### src/rtl/byte_cpu_timing_map.svh
// Named opcodes, cycle counts and memory sizes for the timing decoder.
// Assumes inclusion by bare name from the package; the decoder sees it through that.
`ifndef BYTE_CPU_TIMING_MAP_SVH
`define BYTE_CPU_TIMING_MAP_SVH
// Opcodes that stand alone in the map
`define OPC_NOP 8'h00
`define OPC_RR_A 8'h03
`define OPC_RROT_CY_A 8'h13
`define OPC_RL_A 8'h23
`define OPC_LROT_CY_A 8'h33
`define OPC_JBC 8'h10
`define OPC_JB 8'h20
`define OPC_JNB 8'h30
`define OPC_JC 8'h40
`define OPC_JNC 8'h50
`define OPC_JZ 8'h60
`define OPC_JNZ 8'h70
`define OPC_DIV 8'h84
`define OPC_INC_PTR 8'hA3
`define OPC_PROD 8'hA4
`define OPC_SWAP_A 8'hC4
`define OPC_DFIX_A 8'hD4
`define OPC_DJNZ_DIR 8'hD5
`define OPC_CLR_A 8'hE4
`define OPC_CPL_A 8'hF4
`define OPC_FAR_RD_PTR 8'hE0
`define OPC_FAR_RD_R0 8'hE2
`define OPC_FAR_RD_R1 8'hE3
`define OPC_FAR_WR_PTR 8'hF0
`define OPC_FAR_WR_R0 8'hF2
`define OPC_FAR_WR_R1 8'hF3
// Opcode rows (upper nibble)
`define ROW_INC 4'h0
`define ROW_DEC 4'h1
`define ROW_ADD 4'h2
`define ROW_ADD_CY 4'h3
`define ROW_OR 4'h4
`define ROW_AND 4'h5
`define ROW_XOR 4'h6
`define ROW_SUB_BW 4'h9
`define ROW_CJNE 4'hB
`define ROW_DJNZ 4'hD
`define ROW_COPY_A 4'hE
// Column groups (lower nibble)
`define COL_DIR_A 4'h2
`define COL_DIR_IMM 4'h3
`define COL_IMM 4'h4
`define COL_DIR 4'h5
`define COL_IND_LO 4'h6
`define COL_IND_HI 4'h7
`define COL_BANK 4'h8
// Cycle counts per instruction form
`define CYC_PROD 4'h4
`define CYC_DIV 4'h8
`define CYC_FAR 4'h3
// On-chip data memory size in bytes and its address width
`define XRAM_BYTES 1024
`define XRAM_AW 10
`endif

### src/rtl/byte_cpu_timing_pkg.sv
// Types shared by the instruction timing decoder and its bench.
// Assumes the map header is on the include path.
`include "byte_cpu_timing_map.svh"
package byte_cpu_timing_pkg;
    // Broad instruction groups reported with each decode
    typedef enum logic [2:0] {
        grp_other, grp_arith, grp_logic, grp_acc,
        grp_copy, grp_far, grp_branch, grp_muldiv
    } op_group_t;
    // Status word flags an instruction may change: carry, aux, overflow
    typedef struct packed {
        logic cy;
        logic ac;
        logic ov;
    } flag_mask_t;
    // Result of decoding one opcode
    typedef struct packed {
        logic [1:0] bytes;
        logic [3:0] cycles;
        logic cond;
        op_group_t grp;
        flag_mask_t flags;
    } op_info_t;
    // Sequencer states
    typedef enum logic {st_idle, st_exec} seq_state_t;
endpackage

### src/rtl/byte_cpu_timing.sv
// Instruction length and execution timing sequencer for a pipelined
// byte-wide CPU core, plus the far-data move path to on-chip memory.
// Assumes the fetch unit presents one opcode at a time with its branch
// outcome, and that flash and data memory answer a read one cycle later.
`timescale 1ns/10ps
module byte_cpu_timing
    import byte_cpu_timing_pkg::*;
#(
    parameter int ADDR_W = 16
) (
    input wire logic clock,
    input wire logic reset_n,
    input wire logic op_valid,
    input wire logic [7:0] op_code,
    input wire logic branch_taken,
    input wire logic far_flash_sel,
    input wire logic [ADDR_W-1:0] far_addr,
    input wire logic [7:0] far_wdata,
    input wire logic [7:0] far_rdata,
    output logic busy_ff,
    output logic last_ff,
    output logic done_ff,
    output logic [1:0] bytes_ff,
    output logic [3:0] cycles_ff,
    output op_group_t group_ff,
    output flag_mask_t flags_ff,
    output logic flash_req_ff,
    output logic xram_req_ff,
    output logic mem_we_ff,
    output logic [ADDR_W-1:0] mem_addr_ff,
    output logic [7:0] mem_wdata_ff,
    output logic rd_valid_ff,
    output logic [7:0] rd_data_ff
);

    // Builds one decode record; keeps the case table short
    function automatic op_info_t mk(input logic [1:0] b,
                                    input logic [3:0] c,
                                    input op_group_t g);
        op_info_t r;
        r = '0;
        r.bytes = b;
        r.cycles = c;
        r.grp = g;
        return r;
    endfunction

    // Full opcode decode: length, taken-path cycles, group, flag effects
    function automatic op_info_t decode(input logic [7:0] op);
        op_info_t d;
        logic [3:0] row;
        logic [3:0] col;
        op_group_t g;
        row = op[7:4];
        col = op[3:0];
        // Unlisted opcodes fall back to one byte, one clock, no flags
        d = mk(2'd1, 4'd1, grp_other);
        // Row group for the regular accumulator columns
        case (row)
            `ROW_ADD, `ROW_ADD_CY, `ROW_SUB_BW: g = grp_arith;
            `ROW_OR, `ROW_AND, `ROW_XOR: g = grp_logic;
            `ROW_INC, `ROW_DEC: g = grp_arith;
            `ROW_COPY_A: g = grp_copy;
            default: g = grp_other;
        endcase
        if (g != grp_other) begin
            if (col >= `COL_BANK) begin
                // Bank register forms: one byte, one clock
                d = mk(2'd1, 4'd1, g);
            end else if (col == `COL_IND_LO || col == `COL_IND_HI) begin
                // Pointer-indirect forms spend one clock on the RAM read
                d = mk(2'd1, 4'd2, g);
            end else if (col == `COL_DIR) begin
                // Direct address arrives as the second program byte
                d = mk(2'd2, 4'd2, g);
            end else if (col == `COL_IMM) begin
                // Increment and decrement of A sit in this column
                if (row == `ROW_INC || row == `ROW_DEC) begin
                    d = mk(2'd1, 4'd1, g);
                end else begin
                    d = mk(2'd2, 4'd2, g);
                end
            end
        end
        // Logic ops writing back into a direct byte
        if (row == `ROW_OR || row == `ROW_AND || row == `ROW_XOR) begin
            if (col == `COL_DIR_A) begin
                // Accumulator into a direct byte: read, combine, write back
                d = mk(2'd2, 4'd2, grp_logic);
            end else if (col == `COL_DIR_IMM) begin
                // Immediate into a direct byte needs three program bytes
                d = mk(2'd3, 4'd3, grp_logic);
            end
        end
        // Add, add with carry and subtract touch all three flags
        if ((row == `ROW_ADD || row == `ROW_ADD_CY || row == `ROW_SUB_BW)
            && col >= `COL_IMM) begin
            d.flags = '{cy: 1'b1, ac: 1'b1, ov: 1'b1};
        end
        // Conditional branches: cycles hold the taken figure
        if (row == `ROW_CJNE && col >= `COL_IMM) begin
            // Compare-and-jump: the pointer form costs one clock more
            d = mk(2'd3, (col == `COL_IND_LO || col == `COL_IND_HI) ?
                   4'd5 : 4'd4, grp_branch);
            d.cond = 1'b1;
            d.flags.cy = 1'b1;
        end
        if (row == `ROW_DJNZ && col >= `COL_BANK) begin
            // Decrement-and-jump on a bank register
            d = mk(2'd2, 4'd3, grp_branch);
            d.cond = 1'b1;
        end
        // Opcodes that stand alone
        case (op)
            `OPC_CLR_A, `OPC_CPL_A, `OPC_RL_A, `OPC_RR_A,
            `OPC_SWAP_A: d = mk(2'd1, 4'd1, grp_acc);
            `OPC_LROT_CY_A, `OPC_RROT_CY_A, `OPC_DFIX_A: begin
                d = mk(2'd1, 4'd1, grp_acc);
                d.flags.cy = 1'b1;
            end
            `OPC_INC_PTR: d = mk(2'd1, 4'd1, grp_arith);
            // Long arithmetic: multiply four clocks, divide eight
            `OPC_PROD, `OPC_DIV: begin
                d = mk(2'd1, (op == `OPC_PROD) ? `CYC_PROD : `CYC_DIV,
                       grp_muldiv);
                d.flags.cy = 1'b1;
                d.flags.ov = 1'b1;
            end
            // Far moves reach flash or data memory, never off chip
            `OPC_FAR_RD_PTR, `OPC_FAR_RD_R0, `OPC_FAR_RD_R1,
            `OPC_FAR_WR_PTR, `OPC_FAR_WR_R0, `OPC_FAR_WR_R1:
                d = mk(2'd1, `CYC_FAR, grp_far);
            // Carry and accumulator tests: two bytes
            `OPC_JC, `OPC_JNC, `OPC_JZ, `OPC_JNZ: begin
                d = mk(2'd2, 4'd3, grp_branch);
                d.cond = 1'b1;
            end
            // Bit tests and direct decrement: three bytes
            `OPC_JB, `OPC_JNB, `OPC_JBC, `OPC_DJNZ_DIR: begin
                d = mk(2'd3, 4'd4, grp_branch);
                d.cond = 1'b1;
            end
            default: d = d;
        endcase
        return d;
    endfunction

    // True for far moves that write memory
    function automatic logic far_write(input logic [7:0] op);
        return op == `OPC_FAR_WR_PTR || op == `OPC_FAR_WR_R0 ||
               op == `OPC_FAR_WR_R1;
    endfunction

    seq_state_t state_ff; // Idle or executing a multi-cycle instruction
    seq_state_t nxt_state;
    logic [3:0] cnt_ff; // Reaches 1 at the edge that may take the next op
    logic [3:0] nxt_cnt;
    logic rd_pend_ff; // A far read was issued last cycle
    op_info_t info; // Decode of the presented opcode
    logic accept; // Opcode taken this edge
    logic [3:0] run_cycles; // Cycles this instance will really take

    // The next opcode is taken at the edge that closes the last clock of
    // the previous one, so an N-clock instruction spans exactly N edges
    // between takes and the pipeline carries no bubbles; an opcode held
    // during the earlier clocks is simply not taken yet
    assign accept = op_valid && (state_ff == st_idle || cnt_ff == 4'd1);

    // Untaken branches drop one cycle from the taken figure
    always_comb begin
        info = decode(op_code);
        // Taken branches and all other forms keep the full figure
        run_cycles = info.cycles;
        if (info.cond && !branch_taken) begin
            run_cycles = info.cycles - 4'd1;
        end
    end

    // Next state and remaining-cycle count
    always_comb begin
        nxt_state = state_ff;
        nxt_cnt = cnt_ff;
        if (accept) begin
            // Counter holds clocks directly; there is no machine cycle.
            // Loading the full count makes the take edge the first clock
            nxt_cnt = run_cycles;
            // Single-clock forms never leave idle
            nxt_state = (run_cycles > 4'd1) ? st_exec : st_idle;
        end else if (state_ff == st_exec) begin
            // One clock consumed per edge
            nxt_cnt = cnt_ff - 4'd1;
            if (cnt_ff == 4'd1) begin
                nxt_state = st_idle;
            end
        end
    end

    // Sequencer registers; busy and last tell the fetch side when to offer
    // the next opcode
    always_ff @(posedge clock) begin
        if (!reset_n) begin
            state_ff <= st_idle;
            cnt_ff <= 4'd0;
            busy_ff <= 1'b0;
            last_ff <= 1'b0;
        end else begin
            state_ff <= nxt_state;
            cnt_ff <= nxt_cnt;
            busy_ff <= (nxt_state == st_exec);
            last_ff <= (nxt_state == st_exec) && (nxt_cnt == 4'd1);
        end
    end

    // Completion pulse lands on the instruction's final clock edge
    always_ff @(posedge clock) begin
        if (!reset_n) begin
            done_ff <= 1'b0;
        end else begin
            // Single-clock forms finish at their own take edge; longer
            // ones one edge before the next take may happen, so a take
            // never hides a completion
            done_ff <= (accept && run_cycles == 4'd1) ||
                       (state_ff == st_exec && cnt_ff == 4'd2);
        end
    end

    // Decode record held for the instruction in flight
    // Fields stand until the next take, so they describe that instruction
    always_ff @(posedge clock) begin
        if (!reset_n) begin
            bytes_ff <= 2'd0;
            cycles_ff <= 4'd0;
            group_ff <= grp_other;
            flags_ff <= '0;
        end else if (accept) begin
            bytes_ff <= info.bytes;
            cycles_ff <= run_cycles;
            group_ff <= info.grp;
            flags_ff <= info.flags;
        end
    end

    // Far move request: only on-chip flash or data memory is reached,
    // so no address ever leaves the chip
    // Request pulses last one clock; write flag and address stand
    always_ff @(posedge clock) begin
        if (!reset_n) begin
            flash_req_ff <= 1'b0;
            xram_req_ff <= 1'b0;
            mem_we_ff <= 1'b0;
            mem_addr_ff <= '0;
            mem_wdata_ff <= 8'h00;
        end else begin
            flash_req_ff <= 1'b0;
            xram_req_ff <= 1'b0;
            if (accept && info.grp == grp_far) begin
                mem_we_ff <= far_write(op_code);
                mem_wdata_ff <= far_wdata;
                if (far_flash_sel) begin
                    // Flash keeps the whole address
                    flash_req_ff <= 1'b1;
                    mem_addr_ff <= far_addr;
                end else begin
                    // Data memory wraps within its size
                    xram_req_ff <= 1'b1;
                    mem_addr_ff <= ADDR_W'(far_addr[`XRAM_AW-1:0]);
                end
            end
        end
    end

    // Read data comes back one cycle after the request
    // It is captured once and then held until the next read
    always_ff @(posedge clock) begin
        if (!reset_n) begin
            rd_pend_ff <= 1'b0;
            rd_valid_ff <= 1'b0;
            rd_data_ff <= 8'h00;
        end else begin
            rd_pend_ff <= (flash_req_ff || xram_req_ff) && !mem_we_ff;
            rd_valid_ff <= rd_pend_ff;
            if (rd_pend_ff) begin
                rd_data_ff <= far_rdata;
            end
        end
    end

endmodule

### config.mk
export PLATFORM = sky130hd
export DESIGN_NAME = byte_cpu_timing
export DESIGN_NICKNAME = d
export VERILOG_FILES = /design/src/rtl/byte_cpu_timing_pkg.sv /design/src/rtl/byte_cpu_timing.sv
export VERILOG_INCLUDE_DIRS = /design/src /design/src/rtl
export SDC_FILE = /design/constraint.sdc
export NUM_CORES = 1
export LEC_CHECK = 0
export ABC_AREA = 1
export BUFFER_PORTS_ARGS = -buffer_cell sky130_fd_sc_hd__buf_2
export CORE_MARGIN = 2
export CORE_UTILIZATION = 49
export CTS_CLUSTER_DIAMETER = 60
export CTS_CLUSTER_SIZE = 30
export DETAILED_ROUTE_END_ITERATION = 7
export GPL_ROUTABILITY_DRIVEN = 0
export PLACE_DENSITY = 0.79
export SYNTH_ARGS = -nofsm -noshare
export SYNTH_HDL_FRONTEND = slang
export SYNTH_SLANG_ARGS = --single-unit
export TNS_END_PERCENT = 10
### constraint.sdc
create_clock -name clock -period 2.6 [get_ports clock]
set_input_delay 0.39 -clock clock [delete_from_list [all_inputs] [get_ports clock]]
set_output_delay 0.39 -clock clock [all_outputs]
set_load 0.01 [all_outputs]
=== After elaboration in Yosys (flattened, before gate mapping) ===
Memory sizes are Yosys's and may differ from the RTL's.
Index checks and enable logic that the tools add are counted.

* $add $sub $neg: 2
* Order comparisons: 3
* Eq/ne operators: 45
* Multiplexer cells: 25
* Bitwise logic cells: 1
* Reductions and logical operators: 32

{| class="wikitable"
|+ Operator list
! operator !! number
|-
| 2-to-1 mux 13 bit || 11
|-
| == test 8 bit, second input constant || 14
|-
| case mux 13 bit (7 select lines) || 1
|-
| == test 8 x 6 -> 1 bit, second input constant || 4
|-
| == test 8 x 7 -> 1 bit, second input constant || 4
|-
| == test 4 x 3 -> 1 bit, second input constant || 7
|-
| == test 4 x 2 -> 1 bit, second input constant || 5
|-
| == test 4 x 1 -> 1 bit, second input constant || 4
|-
| == test 8 x 5 -> 1 bit, second input constant || 2
|-
| 2-to-1 mux 16 bit || 1
|-
| 2-to-1 mux 4 bit || 4
|-
| == test 4 bit, second input constant || 3
|-
| logical OR 1 bit || 11
|-
| logical AND 1 bit || 10
|-
| == test 8 x 2 -> 1 bit, second input constant || 1
|-
| OR reduction 4 bit || 2
|-
| subtractor 4 x 1 -> 4 bit, second input constant || 2
|-
| 2-to-1 mux 1 bit || 7
|-
| OR reduction 6 bit || 1
|-
| OR reduction 5 bit || 1
|-
| >= comparator 4 x 3 -> 1 bit, second input constant || 1
|-
| >= comparator 4 bit, second input constant || 1
|-
| > comparator 4 x 1 -> 1 bit, second input constant || 1
|-
| zero test 4 bit || 1
|-
| other kinds (8) || 9
|}

* Flip-flop bits (word level): 56
* Memory bits (read-only): 48
* Input port bits: 45
* Output and inout bits: 51
* Logic and storage cells: 127
* Memories kept: 1

{| class="wikitable"
|+ Memories
! name !! words !! bits a word !! rd ports !! clocked after memory_dff !! write ports !! line !! RTL
|-
| (name not given) || 16 || 3 || 1 || 0 || 0 || byte_cpu_timing.sv:59 || <nowiki>case (row)</nowiki>
|}

=== Logic depth before layout (Yosys ltp) ===
Gate-level depths: netlist of run 1.

* Depth in word-level cells: 21
* Mapped depth: 18
* Depth with buffers taken out: 18

=== Worst setup path after synthesis of run 1 ===
OpenSTA, ideal clock, no wires.

* Kind: input to register
* From: input port op_code[2]
* To: register last_ff
* Setup time: 111 ps
* Data arrival time: 1823 ps
* Path slack: 666 ps
* Cell stages on the path: 18
* Buffers on the path: 0
* Cells stage by stage: inv_1 > nand2_1 > nor2_1 > nand2_1 > nand3_2 > inv_2 > nand3_1 > o21ai_1 > inv_1 > ha_1 > nand3_1 > nand2_1 > nand2_1 > nand3_1 > nand2_1 > nand2_1 > nand2_1 > nor2_1

* Cells in the longest elaborated chain, start to end: 18
* Elaborated cells between the ends (all ways): 64
* Classes of those cells: add/sub (1); order compare (3); eq/ne (32); mux (17); reduce/logical (11)

{| class="wikitable"
|+ Ends and longest elaborated chain
! element !! line !! RTL
|-
| start: declaration || byte_cpu_timing.sv:14 || <nowiki>input wire logic [7:0] op_code,</nowiki>
|-
| == test 4 x 3 -> 1 bit (no line) || -- ||
|-
| 2-to-1 mux 13 bit || byte_cpu_timing.sv:76 || <nowiki>end else if (col == `COL_IMM) begin</nowiki>
|-
| 2-to-1 mux 13 bit || byte_cpu_timing.sv:73 || <nowiki>end else if (col == `COL_DIR) begin</nowiki>
|-
| 2-to-1 mux 13 bit || byte_cpu_timing.sv:70 || <nowiki>end else if (col == `COL_IND_LO || col == `COL_IND_HI) begin</nowiki>
|-
| 2-to-1 mux 13 bit || byte_cpu_timing.sv:67 || <nowiki>if (col >= `COL_BANK) begin</nowiki>
|-
| 2-to-1 mux 13 bit || byte_cpu_timing.sv:66 || <nowiki>if (g != grp_other) begin</nowiki>
|-
| 2-to-1 mux 13 bit || byte_cpu_timing.sv:90 || <nowiki>end else if (col == `COL_DIR_IMM) begin</nowiki>
|-
| 2-to-1 mux 13 bit || byte_cpu_timing.sv:87 || <nowiki>if (col == `COL_DIR_A) begin</nowiki>
|-
| [2 not listed] || -- ||
|-
| 2-to-1 mux 13 bit || byte_cpu_timing.sv:108 || <nowiki>if (row == `ROW_DJNZ && col >= `COL_BANK) begin</nowiki>
|-
| case mux 13 bit (7 select lines) * || byte_cpu_timing.sv:114 || <nowiki>case (op)</nowiki>
|-
| subtractor 4 x 1 -> 4 bit or logical AND 1 bit (tied branches) || byte_cpu_timing.sv:175, byte_cpu_timing.sv:174 ||
|-
| 2-to-1 mux 4 bit * || byte_cpu_timing.sv:174 || <nowiki>if (info.cond && !branch_taken) begin</nowiki>
|-
| > comparator 4 x 1 -> 1 bit || byte_cpu_timing.sv:188 || <nowiki>nxt_state = (run_cycles > 4'd1) ? st_exec : st_idle;</nowiki>
|-
| 2-to-1 mux 1 bit || byte_cpu_timing.sv:188 ||
|-
| 2-to-1 mux 1 bit || byte_cpu_timing.sv:183 || <nowiki>if (accept) begin</nowiki>
|-
| logical AND 1 bit * || byte_cpu_timing.sv:210 || <nowiki>last_ff <= (nxt_state == st_exec) && (nxt_cnt == 4'd1);</nowiki>
|-
| end signal: assignment || byte_cpu_timing.sv:210 ||
|-
| end: declaration || byte_cpu_timing.sv:21 || <nowiki>output logic last_ff,</nowiki>
|}

Mark *: on every way between the ends. The rest lies on a longest branch, timed or not.
A chain may end at the register's enable or synchronous reset.

=== Worst setup path in the final report of run 1 ===
* From: register cnt_ff[1]
* To: register mem_addr_ff[12]

* Cells in the longest elaborated chain, start to end: 4

{| class="wikitable"
|+ Ends and longest elaborated chain
! element !! line !! RTL
|-
| start: declaration || byte_cpu_timing.sv:156 || <nowiki>logic [3:0] cnt_ff;</nowiki>
|-
| start signal: assignment || byte_cpu_timing.sv:208 || <nowiki>cnt_ff <= nxt_cnt;</nowiki>
|-
| == test 4 x 1 -> 1 bit || byte_cpu_timing.sv:167 || <nowiki>assign accept = op_valid && (state_ff == st_idle || cnt_ff == 4'd1);</nowiki>
|-
| logical OR 1 bit || byte_cpu_timing.sv:167 ||
|-
| logical AND 1 bit || byte_cpu_timing.sv:167 ||
|-
| logical AND 1 bit || byte_cpu_timing.sv:256 || <nowiki>if (accept && info.grp == grp_far) begin</nowiki>
|-
| end signal: assignment || byte_cpu_timing.sv:262 || <nowiki>mem_addr_ff <= far_addr;</nowiki>
|-
| end signal: assignment || byte_cpu_timing.sv:266 || <nowiki>mem_addr_ff <= ADDR_W'(far_addr[`XRAM_AW-1:0]);</nowiki>
|-
| end: declaration || byte_cpu_timing.sv:30 || <nowiki>output logic [ADDR_W-1:0] mem_addr_ff,</nowiki>
|}

Every way passes these cells.

==> summary.md, run 1 <==
| Metric | Value |
|---|---|
| Post-synth cell types | 28 |
| Clk_skew | about 0.0099 ns |
| Warning count from the yosys run | 0 |
| Clock sink total | 56 |
| Area added between synthesis and finish | 24.2% |
| Skew-Pair Late Insertion Delay | 0.31 ns |
| Largest net degree at the start of global routing | 42 |
| CTS root buf | clkbuf_8 |
| # H-tree levels | 2 |
| Worst setup margin | 0.572 ns |
| Hold Buf Count CTS | 0 |
| Nets | 519 |
| Pre-CTS setup slack | 0.275 ns |
| Fmax | 493 MHz |
| Initial Util | 50.8% |
| Full die area | 5930 sq um |
| Most frequent cells in the layout | buf_2 (95), nor2_1 (88), nand2_1 (66), dfxtp_1 (56), inv_1 (37) |
| Most common cell after layout, fill and taps aside | buf_2 |
| Worst-Margin Slew | roughly 0.42 ns |
| FF+latch count, synth | 56 |
| Share of layout cells above drive strength 1 | 27.6% |
| Max cap viols | 0 |
| Type of the most critical hold path | primary input to register |
| DRT Pass-1 Iters | 4 |
| DR DRC count | 0 |
| WS Path Type | register to register |
| Clock transition at path regs | 0.10 ns |
| Worst-case vdd ir drop | between 0.0003 and 0.0004 V |
| CTS buffer count | 5 |
| Lkg Pwr | between 1.5 and 2 nW |
| Share of the yosys chip area belonging to registers | 42.9% |
| Synthesized instance count | 376 |
| Worst Path Arrival | 2.23 ns |
| Final HPWL DP | a little under 5000 um |
| Initial antenna violation count | 0 |
| Power per cell area | between 500 and 600 nW/um^2 |
| Syn Area/Cell | a little under 7 sq um |
| I/O pins | 96 |
| Die Ht | around 77 um |
| Run status | complete, no violations |
| # rows | 26 |
| Slew margin rel. | 71.7% |
| Max-slew violation count | 0 |
| Finish-stage setup viols | 0 |
| Setup TNS | 0 ns |
| Diode count | 0 |
| Crit path capture type | register |
| Total grt overflow | 0 |
| Unrepaired setup endpoints after global routing | false |
| PostCTS Resize Cnt | 0 |
| Width of the chip | about 77 um |
| Synthesized net count | 425 |
| Total routed wirelength | approximately 6600 um |
| First-pass GRT wire length | 10900 um |
| Critical path required time | 2.80 ns |
| Final Hold Vio Count | 0 |
| Max Buffers Root-to-Sink | 2 |
| TritonCTS clock tree | yes |
| 1st-iter DRT viols | 145 |
| Postcts setup bufs | 0 |
| Vias/cell | 4.99 |
| # port buffers | 95 |
| DRT antenna net count | 0 |
| Synth Cell Area | 2610 sq um |
| CP max FO | 26 |
| Routed vias | between 2000 and 3000 |
| Routed WL per cell | 12.1 um |
| Vias in the first global route | 2385 |
| Core ar. | 5140 sq um |
| Final period utilization | between 70 and 80% |
| Total track usage | 22.2% |
| Startpoint types | register |
| Crit path time final | 2.03 ns |
worst max-delay path, stage by stage (launching register included):
cell and delay [ns]:
dfxtp_1 0.37, inv_1 0.09, ha_1 0.19, a21oi_1 0.14, inv_1 0.07, nand2_1 0.22, nor2_4 0.05, inv_2 0.32
nor2_1 0.10, nand2_1 0.09, inv_2 0.07, a32o_1 0.20
final timing paths:
| kind | startpoint | to | slack (ns) | depth (start not counted) |
|---|---|---|---|---|
| worst min register to register | cycles_ff[1] | cycles_ff[1] | 0.47 | 2 |
| worst max register to register | cnt_ff[1] | mem_addr_ff[12] | 0.57 | 11 |
| worst max-delay path | cnt_ff[1] | mem_addr_ff[12] | 0.57 | 11 |
| worst min-delay path | far_flash_sel | xram_req_ff | 0.24 | 2 |
stage by stage:
step                      hold slack [ns]  total power, W  util, %  instances  instance area (sq um)
after detailed placement            0.453         0.00117     61.3        533                   3150
after CTS                           0.235         0.00165     63.1        541                   3240
after floorplan                     0.462         0.00107        -        376                   2610
after global placement              0.453         0.00117     61.3        533                   3150
after global routing                0.234         0.00172     63.1        541                   3240
final                               0.245         0.00163     63.1        541                   3240
cell type report:
type                       count  area (sq um)
timing repair buffer          98           498
fill                         510          1900
sequential                    56          1120
clock inverter                 3          22.5
tap                           70          87.6
multi-input combinational    264          1280
clock buffer                   5          68.8
inverter                      45           169
layer usage:
layer	share of wire [%]	vias up	track usage (%)
met5	0	-	0
met4	1.2	0	6.79
met3	5.4	8	4.12
met2	48	75	37.8
met1	45	1219	28.7
li1	-	1398	-
report_power, final:
part	internal, W	total, W	switching [W]
Clock	0.000194	0.000479	0.000286
Combinational	0.0000963	0.000253	0.000157
Sequential	0.000884	0.000900	0.0000156
synth_stat cells:
| cell type | number | share of area, % |
|---|---|---|
| nor3b_1 | 1 | 0.29 |
| a32o_1 | 6 | 2.3 |
| a21oi_1 | 12 | 2.3 |
| nand2_2 | 3 | 0.72 |
| a22oi_1 | 1 | 0.29 |
| xnor2_1 | 1 | 0.34 |
| nor2_2 | 5 | 1.2 |
| nand3_2 | 5 | 1.9 |
| nor2_1 | 88 | 13 |
| dfxtp_1 | 56 | 43 |
| inv_1 | 37 | 5.3 |
| nand2_1 | 66 | 9.5 |
| o2111ai_1 | 2 | 0.67 |
| nor2_4 | 2 | 0.86 |
| nand3_1 | 21 | 4.0 |
| o21ai_1 | 2 | 0.38 |
| a31oi_1 | 1 | 0.24 |
| buf_2 | 2 | 0.38 |
| clkbuf_1 | 9 | 1.3 |
| o21ai_0 | 32 | 6.1 |
| ha_1 | 4 | 1.9 |
| nor3_1 | 1 | 0.19 |
| o221ai_1 | 1 | 0.34 |
| o211ai_1 | 5 | 1.4 |
| nand4_1 | 3 | 0.72 |
| or2_2 | 1 | 0.24 |
| o31ai_1 | 1 | 0.29 |
| inv_2 | 8 | 1.2 |
state kept, by name, indices dropped and copies added (netlist names), 2 cells and up:
signal        count
bytes_ff          2
flags_ff          3
rd_data_ff        8
group_ff          3
cycles_ff         4
mem_addr_ff      16
mem_wdata_ff      8
cnt_ff            4
cells by family after synthesis:
kind of cell / after synthesis / synth area share, %
buffers and inverters: 56 / 8.15
adders and majority gates: 4 / 1.92
xor gates and xnor gates: 1 / 0.335
and+or+nand+nor: 196 / 32.3
DFF: 56 / 42.9
AOI/OAI and AO/OA: 63 / 14.4
Note: power is estimated with default switching activity, not from simulation.
==> run 2, diff against run 1 <==
==> constraint.sdc (replaced) <==
create_clock -name clock -period 2.1 [get_ports clock]
set_input_delay 0.315 -clock clock [delete_from_list [all_inputs] [get_ports clock]]
set_output_delay 0.315 -clock clock [all_outputs]
set_load 0.01 [all_outputs]
==> run 2 against run 1 <==
Effect of this change:
- fmax is 8.7% higher
- via count is 4.1% higher
- core utilization is 3.8 points higher
- sequential share of layout area is 2.0 points lower
- worst setup slack worse by 0.34 ns
- power is 26% higher
- cell count is 4.6% higher
- first-iteration DRC count is 10% lower
- critical path type unchanged
- critical endpoint is now last_ff
- largest power group unchanged
- highest routed layer unchanged
==> summary.md, run 2 (synthesis gave the netlist of run 1 again) <==
| Metric | Value |
|---|---|
| Hold Buf Count CTS | 0 (unchanged) |
| Area of placed instances | 3340 sq um (+6.0%) |
| # fillers | 488 (-4.3%) |
| Clock transition at path regs | 0.10 ns (about the same) |
| Skew-Pair Late Insertion Delay | 0.31 ns (about the same) |
| CP max FO | 12 (-54%) |
| Crit path time final | 1.87 ns (-0.163 ns) |
| DRT Pass-1 Iters | 5 (+1) |
| # H-tree levels | 2 (unchanged) |
| DRT antenna net count | 0 (unchanged) |
| Max Buffers Root-to-Sink | 2 (unchanged) |
| DR DRC count | 0 (unchanged) |
| Design area | 3440 sq um (+6.0%) |
| Total routed wirelength | 6900 um (+5.1%) |
| Largest reg by FF count | mem_addr_ff |
| Slew margin rel. | 72.7% (+0.95 points) |
| Pre-CTS setup slack | -0.0744 ns (-0.349 ns) |
| Die Ht | 77 um (unchanged) |
| Total grt overflow | 0 (unchanged) |
| Critical path required time | 2.35 ns (-0.45 ns) |
| Worst setup margin | 0.235 ns (-0.337 ns) |
| Worst-Margin Slew | 0.409 ns (-0.0142 ns) |
| I/O pins | 96 (unchanged) |
| Final period utilization | 88.8% (+11 points) |
| Type of the most critical hold path | primary input to register |
| TritonCTS clock tree | yes |
| Vias/cell | 4.97 (-0.49%) |
| CTS root buf | clkbuf_8 |
| Worst Path Arrival | 2.12 ns (-0.11 ns) |
| WS Path Type | register to register |
| Vias in the first global route | 2610 (+9.4%) |
| Area added between synthesis and finish | 31.7% |
| # port buffers | 95 (unchanged) |
| Share of layout cells above drive strength 1 | 31.3% (+3.6 points) |
| Run status | complete, no violations |
| Worst hold stages | 2 (unchanged) |
| Nets | 544 (+4.8%) |
| Initial antenna violation count | 0 (unchanged) |
| Power per cell area | 600 nW/um^2 (+19%) |
| Core ar. | 5140 sq um (unchanged) |
| Clk_skew | 0.00810 ns (-0.00183 ns) |
| Max-slew violation count | 0 (unchanged) |
| Multi-input gate area | 1280 sq um (unchanged) |
| Startpoint types | register |
| Total track usage | 23.3% (+1.0 points) |
| Initial Util | 50.8% (unchanged) |
| CTS buffer count | 5 (unchanged) |
| Final Hold Vio Count | 0 (unchanged) |
| Final HPWL DP | 5430 um (+9.6%) |
| Most common cell after layout, fill and taps aside | buf_2 |
| Lkg Pwr | 1.89 nW (+6.6%) |
| Seq. cell area | 1120 sq um (unchanged) |
| Routed vias | 2811 (+4.1%) |
| Unrepaired setup endpoints after global routing | false |
| Width of the chip | 77 um (unchanged) |
| Finish-stage setup viols | 0 (unchanged) |
| Crit path capture type | register |
| Max cap viols | 0 (unchanged) |
| # rows | 26 (unchanged) |
| Fmax | 536 MHz (+8.7%) |
| FF-to-FF setup slack | 0.23 ns (-0.34 ns) |
| Largest regs | mem_addr_ff (16), mem_wdata_ff (8), rd_data_ff (8) |
| First-pass GRT wire length | 11400 um (+4.2%) |
| Max FFs per register | 16 (unchanged) |
| Full die area | 5930 sq um (unchanged) |
| Most frequent cells in the layout | buf_2 (95), nor2_1 (88), nand2_1 (66), dfxtp_1 (56), inv_1 (37) |
| Clock sink total | 56 (unchanged) |
| Diode count | 0 (unchanged) |
| Worst-case vdd ir drop | 0.000358 V (+0.27%) |
| Worst Reg2Reg Path Length in Cells | 11 (unchanged) |
| 1st-iter DRT viols | 130 (-10%) |
| Routed WL per cell | 12.2 um (+0.43%) |
| Largest net degree at the start of global routing | 25 (-40%) |
-- run 2: cell count changes in the layout (fill, tap and decap cells not counted), sizes merged --
cell,before,now
buf,98,123
clkinvlp,0,1
clkinv,2,1
-- run 2: final timing paths --
path | end | from
worst min-delay path | xram_req_ff | far_flash_sel
worst max register to register | last_ff | cnt_ff[1]
worst min register to register | rd_pend_ff | mem_we_ff
worst max-delay path | last_ff | cnt_ff[1]
-- run 2: area by class of cell --
class	instances	share of cell area (%)
clock buffer	5	2.00
timing repair buffer	123	19.9
tap	70	2.55
sequential	56	32.6
multi-input combinational	264	37.1
inverter	45	4.98
clock inverter	3	0.800
-- run 2: power by group --
group,internal [W],total [W],switching (W)
Sequential,0.00109,0.00111,0.0000191
Combinational,0.000140,0.000341,0.000201
Clock,0.000246,0.000609,0.000363
-- run 2: repair_timing --
action | in CTS | in global routing
setup endpoints to repair | 0 | 8
setup buffers | 0 | 0
resized for setup | 0 | 3
-- run 2: through the flow --
stage	power, W	std cells	setup TNS (ns)	hold slack, ns	utilization [%]
3_5_place_dp	0.00148	558	-0.223	0.458	65.0
5_1_grt	0.00216	566	0	0.164	66.9
3_3_place_gp	0.00147	558	-0.103	0.453	65.0
4_1_cts	0.00207	566	0	0.165	66.9
2_1_floorplan	0.00133	376	0	0.387	-
6_report	0.00206	566	0	0.170	66.9
-- run 2: critical path, cell delays in order, from the launching register on --
cell     delay [ns]
dfxtp_1        0.37
inv_1          0.09
ha_1           0.19
a21oi_1        0.16
inv_1          0.07
nand2_1        0.21
inv_1          0.26
nand3_1        0.18
nand2_1        0.07
inv_2          0.05
nand3_1        0.06
nor2_1         0.09
-- run 2: metal layers --
metal	wire (um)	part of all wire [%]	global-route usage [%]	up-vias
met5	0	0	0	-
met4	130	1.9	7.14	0
met3	443	6.4	4.82	13
met2	3340	48	40.6	90
met1	2990	43	28.8	1264
li1	-	-	-	1444
==> run 3, diff against run 2 <==
--- a/config.mk
+++ b/config.mk
@@ -7,14 +7,13 @@
 export NUM_CORES = 1
 export LEC_CHECK = 0
 export ABC_AREA = 1
-export BUFFER_PORTS_ARGS = -buffer_cell sky130_fd_sc_hd__buf_2
 export CORE_MARGIN = 2
-export CORE_UTILIZATION = 49
+export CORE_UTILIZATION = 50
 export CTS_CLUSTER_DIAMETER = 60
 export CTS_CLUSTER_SIZE = 30
 export DETAILED_ROUTE_END_ITERATION = 7
+export DONT_BUFFER_PORTS = 1
 export GPL_ROUTABILITY_DRIVEN = 0
-export PLACE_DENSITY = 0.79
 export SYNTH_ARGS = -nofsm -noshare
 export SYNTH_HDL_FRONTEND = slang
 export SYNTH_SLANG_ARGS = --single-unit
==> run 3 against run 2 <==
Effect of this change:
- via count fell by 17%
- cell count decreased by 20%
- sequential power is essentially flat
- highest routed layer unchanged
- count of clock-buffer cells in the layout unchanged
- die area down 1.9%
- combinational power down 35%
- routed wire length fell by 12%
- largest power group unchanged
- critical path depth shrank 1
- fmax rose by 2.3%
- largest cell class unchanged
- register-to-register slack gained 0.04 ns
- critical endpoint is now done_ff
==> summary.md, run 3 (synthesis gave the netlist of run 1 again) <==
| Metric | Value |
|---|---|
| Crit path capture type | register |
| HP Start | far_flash_sel |
| Width of the chip | 76.3 um (-0.95%) |
| Worst setup path start | cnt_ff[1] |
| Fin util | 55.7% (-11 points) |
| Slew margin rel. | 71.7% (-1.0 points) |
| Routed vias | 2326 (-17%) |
| Max Buffers Root-to-Sink | 2 (unchanged) |
| Pre-CTS setup slack | 0.00546 ns (+0.0799 ns) |
| Full die area | 5820 sq um (-1.9%) |
| DR DRC count | 0 (unchanged) |
| Largest reg by FF count | mem_addr_ff |
| Critical path required time | 2.30 ns (-0.05 ns) |
| Worst setup margin | 0.277 ns (+0.0422 ns) |
| Largest net degree at the start of global routing | 43 (+72%) |
| Final Hold Vio Count | 0 (unchanged) |
| Die Ht | 76.3 um (-0.95%) |
| WS Path Type | register to register |
| Final HPWL DP | 4580 um (-16%) |
| I/O pins | 96 (unchanged) |
| Vias in the first global route | 2225 (-15%) |
| First-pass GRT wire length | 10300 um (-9.4%) |
| Worst r2r src | cnt_ff[1] |
| Max cap viols | 0 (unchanged) |
| Fmax | 548 MHz (+2.3%) |
| Non-filler cells, final | 453 (-20%) |
| Wl on met1 | 2910 um (-2.6%) |
| # fillers | 525 (+7.6%) |
| Total routed wirelength | 6060 um (-12%) |
| Final period utilization | 86.8% (-2.0 points) |
| Nets | 431 (-21%) |
| Max-slew violation count | 0 (unchanged) |
| Finish-stage setup viols | 0 (unchanged) |
| 1st-iter DRT viols | 98 (-25%) |
| Design area | 2830 sq um (-18%) |
| Routed WL per cell | 13.4 um (+9.8%) |
| DRT antenna net count | 0 (unchanged) |
| Run status | complete, no violations |
| Area added between synthesis and finish | 8.24% |
| Power per cell area | 697 nW/um^2 (+16%) |
| # H-tree levels | 2 (unchanged) |
| PostCTS Resize Cnt | 0 (unchanged) |
| Most frequent cells in the layout | nor2_1 (88), nand2_1 (66), dfxtp_1 (56), inv_1 (37), o21ai_0 (32) |
| Clock sink total | 56 (unchanged) |
| Max FFs per register | 16 (unchanged) |
| Setup TNS | 0 ns (unchanged) |
| Area of placed instances | 2720 sq um (-19%) |
| Initial antenna violation count | 0 (unchanged) |
| Clk_skew | 0.0103 ns (+0.00216 ns) |
| DRT Pass-1 Iters | 4 (-1) |
| Metal3 WL | 368 um (-17%) |
| # port buffers | 0 (-100%) |
| Worst Path Arrival | 2.02 ns (-0.10 ns) |
| Worst-case vdd ir drop | 0.000406 V (+13%) |
| CP max FO | 12 (unchanged) |
| Met2 routed WL | 2740 um (-18%) |
| Lkg Pwr | 1.36 nW (-28%) |
| Vias/cell | 5.13 (+3.4%) |
| Initial Util | 51.5% (+0.65 points) |
| Total grt overflow | 0 (unchanged) |
| Share of layout cells above drive strength 1 | 11.0% (-20 points) |
| TritonCTS clock tree | yes |
| Crit path time final | 1.82 ns (-0.0422 ns) |
| Core ar. | 5070 sq um (-1.3%) |
| # rows | 26 (unchanged) |
| Total track usage | 21.3% (-1.9 points) |
| Most common cell after layout, fill and taps aside | nor2_1 |
| DR top layer | met4 |
| Worst-Margin Slew | 0.425 ns (+0.0155 ns) |
| Seq. cell area | 1120 sq um (unchanged) |
| CTS buffer count | 5 (unchanged) |
| Diode count | 0 (unchanged) |
| Clock transition at path regs | 0.11 ns (about the same) |
| Unrepaired setup endpoints after global routing | false |
| # placed instances | 443 (-21%) |
| Multi-input gate area | 1280 sq um (unchanged) |
| CTS root buf | clkbuf_8 |
| Startpoint types | register |
| Type of the most critical hold path | primary input to register |
| Largest regs | mem_addr_ff (16), mem_wdata_ff (8), rd_data_ff (8) |
| Skew-Pair Late Insertion Delay | 0.31 ns (about the same) |
-- run 3: changes by cell type in the layout (fill, tap and decap cells not counted) --
cell / change
inv_4: -1
inv_2: +1
buf_4: -18
o21ai_0: +1
buf_2: -95
o21ai_1: -1
-- run 3: path summary, 6_finish.rpt --
| path | to | slack [ns] | depth (start not counted) |
|---|---|---|---|
| setup / recovery | done_ff | 0.28 | 10 |
| hold reg to reg | cycles_ff[2] | 0.52 | 2 |
| setup reg to reg | done_ff | 0.28 | 10 |
| hold / removal | xram_req_ff | 0.07 | 1 |
-- run 3: critical path: stages, from the launching register on --
cell	delay (ns)
dfxtp_1	0.36
inv_1	0.08
ha_1	0.18
a21oi_1	0.16
inv_1	0.08
nand2_1	0.18
inv_1	0.25
nand3_1	0.24
nor2_1	0.06
nor2_1	0.09
nor2_1	0.04
-- run 3: metrics by stage --
stage / hold WS [ns] / total power (W)
2_1_floorplan: 0.387 / 0.00133
3_3_place_gp: 0.394 / 0.00137
3_5_place_dp: 0.393 / 0.00137
4_1_cts: 0.0649 / 0.00199
5_1_grt: 0.0589 / 0.00207
6_report: 0.0715 / 0.00197
-- run 3: repair_timing --
item | CTS | global route
endpoints found under the hold margin | 0 | 0
hold buffers | 0 | 0
setup endpoints to repair | 0 | 1
buffers inserted | 0 | 2
-- run 3: metal layers --
layer	vias up	track usage [%]
li1	1219	-
met5	-	0
met1	1036	28.2
met3	6	5.69
met4	0	5.27
met2	65	34.9
-- run 3: power breakdown --
part / internal (W) / total, W / switching, W
sequential: 0.00109 / 0.00113 / 0.0000328
combinational: 0.0000785 / 0.000222 / 0.000144
clock: 0.000246 / 0.000619 / 0.000373
-- run 3: final cells by class --
cell class	count	share of cell area (%)
inverter	45	5.98
clock inverter	3	0.974
multi-input combinational	264	45.2
tap	70	3.10
sequential	56	39.7
clock buffer	5	2.43
timing repair buffer	10	2.66
